$ cat config.mk
export PLATFORM = sky130hd
export DESIGN_NAME = dasb_status_bank
export DESIGN_NICKNAME = d
export VERILOG_FILES = /design/src/verilog/dasb_pkg.sv /design/src/verilog/dasb_fault_bank.sv /design/src/verilog/dasb_status_bank.sv
export VERILOG_INCLUDE_DIRS = /design/src /design/src/verilog
export SDC_FILE = /design/constraint.sdc
export NUM_CORES = 1
export LEC_CHECK = 0
export ABC_CLOCK_PERIOD_IN_PS = 2300
export BUFFER_PORTS_ARGS = -buffer_cell sky130_fd_sc_hd__buf_2
export CAP_MARGIN = 20
export CORE_ASPECT_RATIO = 1.2
export CORE_MARGIN = 5
export CORE_UTILIZATION = 47
export CTS_CLUSTER_DIAMETER = 40
export CTS_CLUSTER_SIZE = 20
export DETAILED_ROUTE_END_ITERATION = 10
export PLACE_DENSITY = 0.92
export SLEW_MARGIN = 40
export SYNTH_ARGS = -nofsm -noshare
export SYNTH_HDL_FRONTEND = slang
export SYNTH_SLANG_ARGS = --single-unit
$ cat constraint.sdc
create_clock -name pclk -period 2.3 [get_ports pclk]
set_input_delay 0.115 -clock pclk [delete_from_list [all_inputs] [get_ports pclk]]
set_output_delay 0.115 -clock pclk [all_outputs]
set_load 0.005 [all_outputs]
$ cat src/verilog/dasb_map.svh
// Purpose: Register map, reset values and field positions of the diagnostic
//          and conversion status bank.
// Assumes: APB with 32-bit data; one register per aligned word.
// Notes:   Offsets below are register indices; byte address is four times
//          the index.
`ifndef DASB_MAP_SVH
`define DASB_MAP_SVH

// Register indices.
`define DASB_IDX_SUPPLY      10'h072
`define DASB_IDX_CONV        10'h073
`define DASB_IDX_FAULT_LO    10'h074
`define DASB_IDX_FAULT_HI    10'h075
`define DASB_IDX_MEM_REF     10'h077
`define DASB_IDX_IRQ_STATUS  10'h080
`define DASB_IDX_IRQ_MASK    10'h081

// Reset values.
`define DASB_RST_SUPPLY      8'h00
`define DASB_RST_CONV        8'h00
`define DASB_RST_MEM_REF     8'hef
`define DASB_RST_IRQ_MASK    3'h0

// Interrupt status and mask bit positions.
`define DASB_IRQ_CONV        0
`define DASB_IRQ_SUPPLY      1
`define DASB_IRQ_FAULT       2
`define DASB_IRQ_W           3

// Fault channels held in the low register, and the most channels the bank holds.
`define DASB_LO_CH           8
`define DASB_MAX_CH          16

`endif

$ cat src/verilog/dasb_pkg.sv
// Purpose: Types shared by the status bank modules.
// Assumes: Constants come from dasb_map.svh.
// Notes:   Each module keeps all of its state in one packed struct.
`include "dasb_map.svh"

package dasb_pkg;

  typedef logic [7:0] dasb_byte_t;

  // State of the fault flag bank.
  typedef struct packed {
    logic [`DASB_MAX_CH-1:0] flags;
  } dasb_fault_s;

  // State of the register bank and bus slave.
  typedef struct packed {
    dasb_byte_t                supply;
    dasb_byte_t                conv;
    logic                      conv_done;
    dasb_byte_t                mem_ref;
    logic [`DASB_IRQ_W-1:0]    irq_stat;
    logic [`DASB_IRQ_W-1:0]    irq_mask;
    logic                      irq;
    logic                      pready;
    logic                      pslverr;
    logic [31:0]               prdata;
  } dasb_regs_s;

endpackage

$ cat src/verilog/dasb_fault_bank.sv
// Purpose: Per-channel on-demand diagnostic fault flags.
// Assumes: Engine pulses diag_done with the fault vector valid in that cycle.
// Notes:   Flags are sticky until the next diagnostic run starts.
`timescale 1ns/1ps
`include "dasb_map.svh"

module dasb_fault_bank
  import dasb_pkg::*;
#(
  parameter int CHANNELS = 12
) (
  // Clock and reset.
  input  wire logic                pclk,
  input  wire logic                presetn,
  // Diagnostic engine.
  input  wire logic                diag_start,
  input  wire logic                diag_done,
  input  wire logic [CHANNELS-1:0] diag_fault,
  // Flag view.
  output logic [CHANNELS-1:0]      fault_flags
);

  dasb_fault_s state_reg;
  dasb_fault_s state_next;
  logic [`DASB_MAX_CH-1:0] flag_nxt;

  // Refuse widths that do not fit the two flag registers.
  if (CHANNELS <= `DASB_LO_CH || CHANNELS > `DASB_MAX_CH) begin : g_bad
    $error("CHANNELS must be 9 to 16");
  end

  // One flag per channel; a fault reported in the start cycle still sets.
  for (genvar i = 0; i < `DASB_MAX_CH; i++) begin : g_ch
    if (i < CHANNELS) begin : g_used
      assign flag_nxt[i] = (diag_done && diag_fault[i]) ? 1'b1 :
                           diag_start ? 1'b0 : state_reg.flags[i];
    end else begin : g_unused
      assign flag_nxt[i] = 1'b0;
    end
  end

  // Next state copy.
  always_comb begin
    state_next       = state_reg;
    state_next.flags = flag_nxt;
  end

  // State register; no fault is reported after reset.
  always_ff @(posedge pclk or negedge presetn) begin
    if (!presetn) begin
      state_reg <= '0;
    end else begin
      state_reg <= state_next;
    end
  end

  assign fault_flags = state_reg.flags[CHANNELS-1:0];

endmodule

$ cat src/verilog/dasb_status_bank.sv
// Purpose: Read-only status bank with conversion results, on-demand fault
//          flags, memory-check reference and an interrupt block on APB.
// Assumes: All inputs are synchronous to pclk; APB master per AMBA APB.
// Notes:   Every access answers in one wait-free access cycle.
`timescale 1ns/1ps
`include "dasb_map.svh"

module dasb_status_bank
  import dasb_pkg::*;
#(
  parameter int ADDR_W   = 12,
  parameter int CHANNELS = 12
) (
  // Clock and reset.
  input  wire logic                pclk,
  input  wire logic                presetn,
  // APB slave.
  input  wire logic                psel,
  input  wire logic                penable,
  input  wire logic                pwrite,
  input  wire logic [ADDR_W-1:0]   paddr,
  input  wire logic [31:0]         pwdata,
  input  wire logic [3:0]          pstrb,
  output logic                     pready,
  output logic [31:0]              prdata,
  output logic                     pslverr,
  // Converter results.
  input  wire logic                supply_valid,
  input  wire logic [7:0]          supply_data,
  input  wire logic                conv_valid,
  input  wire logic [7:0]          conv_data,
  // On-demand diagnostic engine.
  input  wire logic                diag_start,
  input  wire logic                diag_done,
  input  wire logic [CHANNELS-1:0] diag_fault,
  // Memory-check reference update from the programming sequence.
  input  wire logic                mem_ref_load,
  input  wire logic [7:0]          mem_ref_data,
  // Status outputs.
  output logic                     conversion_complete_flag,
  output logic                     irq
);

  dasb_regs_s            state_reg;
  dasb_regs_s            state_next;
  logic [CHANNELS-1:0]   fault_flags;
  logic [`DASB_MAX_CH-1:0] fault_wide;
  logic [9:0]            idx;
  logic                  setup;
  logic                  done;
  logic                  wr_done;
  logic                  rd_done;
  logic                  hit;
  logic [31:0]           rd_val;
  logic [`DASB_IRQ_W-1:0] evt;
  logic [`DASB_IRQ_W-1:0] w1c;

  // The index decode needs ten address bits above the byte lanes.
  if (ADDR_W < 12) begin : g_bad_addr
    $error("ADDR_W must be at least 12");
  end

  // The high flag register shows only four channels, so more would be lost.
  if (CHANNELS <= `DASB_LO_CH || CHANNELS > 12) begin : g_bad_ch
    $error("CHANNELS must be 9 to 12");
  end

  // Per-channel fault flags live in their own bank.
  dasb_fault_bank #(
    .CHANNELS (CHANNELS)
  ) u_fault (
    .pclk        (pclk),
    .presetn     (presetn),
    .diag_start  (diag_start),
    .diag_done   (diag_done),
    .diag_fault  (diag_fault),
    .fault_flags (fault_flags)
  );

  // Unused upper channels read as zero.
  always_comb begin
    fault_wide                 = '0;
    fault_wide[CHANNELS-1:0]   = fault_flags;
  end

  // Bus phase decode. Only the word index matters; byte lanes are ignored
  // because no register here takes written data except the interrupt block.
  assign idx     = paddr[11:2];
  assign setup   = psel && !penable;
  assign done    = psel && penable && state_reg.pready;
  assign wr_done = done && pwrite;
  assign rd_done = done && !pwrite;

  // Read multiplexer and map hit. Unmapped words read zero and error.
  always_comb begin
    rd_val = 32'h0000_0000;
    hit    = 1'b1;
    case (idx)
      `DASB_IDX_SUPPLY: begin
        rd_val[7:0] = state_reg.supply;
      end
      `DASB_IDX_CONV: begin
        rd_val[7:0] = state_reg.conv;
      end
      `DASB_IDX_FAULT_LO: begin
        rd_val[7:0] = fault_wide[7:0];
      end
      `DASB_IDX_FAULT_HI: begin
        rd_val[3:0] = fault_wide[11:8];
      end
      `DASB_IDX_MEM_REF: begin
        rd_val[7:0] = state_reg.mem_ref;
      end
      `DASB_IDX_IRQ_STATUS: begin
        rd_val[`DASB_IRQ_W-1:0] = state_reg.irq_stat;
      end
      `DASB_IDX_IRQ_MASK: begin
        rd_val[`DASB_IRQ_W-1:0] = state_reg.irq_mask;
      end
      default: begin
        hit = 1'b0;
      end
    endcase
  end

  // Interrupt events: new conversion data, new supply data, and a
  // diagnostic run that reported at least one faulty channel.
  always_comb begin
    evt                   = '0;
    evt[`DASB_IRQ_CONV]   = conv_valid;
    evt[`DASB_IRQ_SUPPLY] = supply_valid;
    evt[`DASB_IRQ_FAULT]  = diag_done && (|diag_fault);
  end

  // Write-one-to-clear mask for the interrupt status, only on lane 0.
  always_comb begin
    w1c = '0;
    if (wr_done && idx == `DASB_IDX_IRQ_STATUS && pstrb[0]) begin
      w1c = pwdata[`DASB_IRQ_W-1:0];
    end
  end

  // Next-state logic for all registers.
  always_comb begin
    state_next = state_reg;

    // Converter results follow the engine; the bus cannot write them.
    if (supply_valid) begin
      state_next.supply = supply_data;
    end
    if (conv_valid) begin
      state_next.conv = conv_data;
    end

    // The completion flag clears when the result register is read; fresh
    // data landing in that same cycle keeps it set, but a result landing in the setup cycle is cleared unread.
    if (conv_valid) begin
      state_next.conv_done = 1'b1;
    end else if (rd_done && hit && idx == `DASB_IDX_CONV) begin
      state_next.conv_done = 1'b0;
    end

    // Reference changes only through the programming sequence.
    if (mem_ref_load) begin
      state_next.mem_ref = mem_ref_data;
    end

    // Sticky status: set wins over a software clear in the same cycle.
    state_next.irq_stat = (state_reg.irq_stat & ~w1c) | evt;

    // Mask register write; other writes are dropped, except the write-one-to-clear of the interrupt status.
    if (wr_done && idx == `DASB_IDX_IRQ_MASK && pstrb[0]) begin
      state_next.irq_mask = pwdata[`DASB_IRQ_W-1:0];
    end

    // Level interrupt while any unmasked status bit is set.
    state_next.irq = |(state_next.irq_stat & state_next.irq_mask);

    // Answer in the first access cycle: data and error are prepared in the
    // setup cycle, so prdata may lag a result that lands one cycle later.
    state_next.pready = 1'b0;
    if (setup) begin
      state_next.pready  = 1'b1;
      state_next.pslverr = !hit;
      state_next.prdata  = pwrite ? 32'h0000_0000 : rd_val;
    end else if (done) begin
      state_next.pslverr = 1'b0;
      state_next.prdata  = 32'h0000_0000;
    end
  end

  // State register with documented reset values.
  always_ff @(posedge pclk or negedge presetn) begin
    if (!presetn) begin
      state_reg           <= '0;
      state_reg.supply    <= `DASB_RST_SUPPLY;
      state_reg.conv      <= `DASB_RST_CONV;
      state_reg.mem_ref   <= `DASB_RST_MEM_REF;
      state_reg.irq_mask  <= `DASB_RST_IRQ_MASK;
    end else begin
      state_reg <= state_next;
    end
  end

  // Outputs straight from the state register.
  assign pready                   = state_reg.pready;
  assign prdata                   = state_reg.prdata;
  assign pslverr                  = state_reg.pslverr;
  assign irq                      = state_reg.irq;
  assign conversion_complete_flag = state_reg.conv_done;

endmodule

==> results.tsv <==
stage	metric	value	unit
routing	remaining antenna violation count	0	
timing	final setup fails	0	
routing	drt first pass iters	5	
worst_setup_path	worst reg2reg path startpoint	pready$_DFF_PN0_	
clocking	clk sink count	54	
die	Starting Density	48.5	%
die	DIE AREA	7530	sq um
placement	dpl cell area	3070	sq um
routing	Initial DRC Count	126	
logic_synthesis	number of flops mapped to enable cells by yosys	0	
clocking	clock latency at the later pin of the worst-skew pair	0.31	ns
logic_synthesis	synthesized area per cell	10.7	sq um
timing	unrepaired setup endpoints after global routing	no	
clocking	CTS Buffer Depth	2	
timing	Slew @ Worst Pin	0.649	ns
logic_synthesis	post-synthesis mux area share	13.7	%
logic_synthesis	Yosys top cell area share	42.5	%
layout	flip-flop and latch area	1360	sq um
grt	vias in the first global route	2103	
pwr	pwr dens	610	nW/um^2
timing	Worst slew margin	56.5	%
logic_synthesis	Syn Std Cell Area	2770	sq um
placement	DP Wirelength	4810	um
grt	gr ovfl total	0	
worst_setup_path	Crit Path Class	in2reg	
flow_run	total of max-cap violations	0	
pwr	Pint	1.50	mW
layout	Fillers	527	
worst_setup_path	Arrival @ worst endpoint	2.15	ns
hold_path	Worst Hold Class	in2reg	
pwr	switching share of total power	23.6	%
hold_path	worst hold stages	3	
worst_setup_path	r2r endpoint	irq$_DFF_PN0_	
layout	post-route design area	3210	sq um
timing	Setup TNS	0	ns
logic_synthesis	Seq/Total Area, Yosys	49.2	%
layout	max reg flops	30	
clocking	clk slew on worst S/H paths	0.10	ns
timing	min cycle time layout	1.95	ns
routing	drt via density	5.03	
placement	PortBufs	71	
grt	antenna violations before repair	0	
worst_setup_path	R2R cell count	5	
hold_path	worst hold path startpoint	diag_fault[8]	
logic_synthesis	simple-gate share of the synthesized area	11.6	%
layout	number of diodes	0	
logic_synthesis	Compound-Gate Fraction of Synth Area	12.1	%
timing	Pins Over Slew Limit	0	
timing	fmax	513	MHz
routing	DRC Markers	0	
die	Ports	130	
worst_setup_path	Crit. End Element	flip-flop	
logic_synthesis	top-count cell post-synth	dfrtp_1	
logic_synthesis	Synth Area in XOR/XNOR	0.317	%
clocking	H-tree depth	2	
logic_synthesis	Main synth FF type	dfrtp_1	
die	Core Area	5710	sq um
grt	global-route wire length before repair	9780	um
pwr	Net Switching	0.463	mW
clocking	clk root buf	clkbuf_8	
timing	final-report hold violation count	0	
layout	Area Growth Syn to Fin	16.2	%
logic_synthesis	top cells by area, synth	dfrtp_1, mux2_2, buf_4, dfstp_2, nand2_1	
timing	part of the cycle the worst path needs	84.8	%
pwr	Pleak	1.57	nW
layout	nets	418	
logic_synthesis	ys async rst share	100	%
hold_path	worst hold endpoint	u_fault.state_reg[8]$_DFFE_PN0P_	
logic_synthesis	adder-cell area share of the yosys netlist	0	%
layout	Multi-input gate area	1130	sq um
routing	DR WL/cell	14.5	um
placement	GPL Wtd Cong	0.841	
pwr	Clk network pwr share	33.9	%
grt	largest net degree at the start of global routing	29	
logic_synthesis	Synth Instances	258	
worst_setup_path	CP Max Fanout	3	
routing	DR vias	2038	
die	die width	80.0	um
clocking	TritonCTS Buffers	5	
worst_setup_path	Startpoint Class	primary input	
logic_synthesis	#FFs+latches synth	54	
logic_synthesis	post-synth top area cell	dfrtp_1	
logic_synthesis	Unique masters post-synth	42	
die	die height	94.0	um
clocking	CTS tree	done	
worst_setup_path	Critical Path RT	2.50	ns
logic_synthesis	synth cell count leaders	dfrtp_1, buf_4, mux2_2, nand2_1, inv_1	
pwr	worst vdd ir	0.315	mV
logic_synthesis	yosys warns	0	
grt	GRT Util Overall	16.9	%
die	Row Count	30	
layout	layout cell share with drive strength beyond 1	37.5	%
pwr	Logic pwr share	12.1	%
routing	final WL	5880	um
logic_synthesis	largest family of logic cells by synthesized area	multiplexers	
pwr	Seq pwr share	54.0	%
run_status	outcome	finished, final reports clean	
timing	Post-Route Skew	0.0133	ns
worst_setup_path	flop2flop setup slack	0.43	ns
-- worst max path at each step --
stage / from / to / slack (ns)
after floorplan: paddr[5] / irq$_DFF_PN0_ / 0.21
after global placement: paddr[6] / irq$_DFF_PN0_ / 0.08
after detailed placement: paddr[6] / irq$_DFF_PN0_ / 0.05
after CTS: penable / irq$_DFF_PN0_ / 0.37
after global routing: penable / irq$_DFF_PN0_ / 0.29
final: penable / irq$_DFF_PN0_ / 0.35
-- layout make-up --
class	count	share of cell area (%)
timing repair buffer	78	13.2
clock buffer	6	2.57
sequential	54	42.3
inverter	20	2.34
tap	80	3.11
clock inverter	2	1.21
multi-input combinational	165	35.2
-- logic make-up after synthesis --
kind of cell / count (synthesis)
AO/OA/AOI/OAI: 49
XOR/XNOR: 1
other: 1
flip-flops: 54
multiplexers: 34
buffers and inverters: 62
AND/OR/NAND/NOR: 57
-- worst max-delay path: stages --
cell and delay (ns):
dlygate4sd3_1 0.52, buf_2 0.12, nand3_1 0.14, or4_4 0.54
mux2_4 0.32, a21boi_1 0.13, a221o_1 0.26
-- what timing repair did --
action | CTS | global route
buffers inserted | 0 | 0
endpoints found under the hold margin | 23 | 0
gates resized for setup | 0 | 0
hold buffers | 2 | 0
-- power by group through the flow --
stage	Combinational, mW	Clock, mW	Sequential (mW)
after floorplan	0.160	0	1.06
after global placement	0.228	0	1.07
after detailed placement	0.237	0	1.08
after CTS	0.240	0.681	1.06
after global routing	0.271	0.724	1.07
final	0.238	0.664	1.06
-- stage by stage --
step	utilization (%)	setup slack [ns]	total power, mW	hold slack [ns]	cells
after floorplan	-	0.208	1.22	-0.181	281
after global placement	53.9	0.0777	1.30	0.141	395
after detailed placement	53.9	0.0529	1.31	0.162	395
after CTS	56.3	0.367	1.98	0.0128	405
after global routing	56.3	0.292	2.06	0.0127	405
final	56.3	0.350	1.96	0.0179	405
-- metal layers --
layer | track usage (%) | part of all wire, % | wire length, um
met5 | 0 | 0 | 0
met2 | 28.3 | 51 | 2970
met1 | 20.7 | 40 | 2380
met4 | 5.77 | 1.6 | 95
met3 | 4.80 | 7.4 | 433
-- placed cells by master (no fill, tap or decap), types with 2 or more instances in the layout --
| cell | instances |
|---|---|
| clkbuf_8 | 6 |
| nor2_1 | 3 |
| a22o_1 | 6 |
| dfstp_2 | 7 |
| a22oi_1 | 5 |
| nor4_1 | 4 |
| a221oi_1 | 2 |
| mux2_2 | 26 |
| or4_4 | 2 |
| buf_4 | 4 |
| dlygate4sd3_1 | 2 |
| o21ai_0 | 19 |
| a222oi_1 | 3 |
| nand4b_1 | 2 |
| inv_1 | 20 |
| nand3_1 | 3 |
| o2bb2ai_1 | 5 |
| buf_2 | 71 |
| o21ai_1 | 3 |
| dfrtp_1 | 47 |
| conb_1 | 24 |
| nor4_2 | 2 |
| mux2i_1 | 7 |
| nand4_1 | 2 |
| a21oi_1 | 2 |
| nand2_1 | 26 |
| nor2b_1 | 4 |
(Power assumes the default switching activity.)
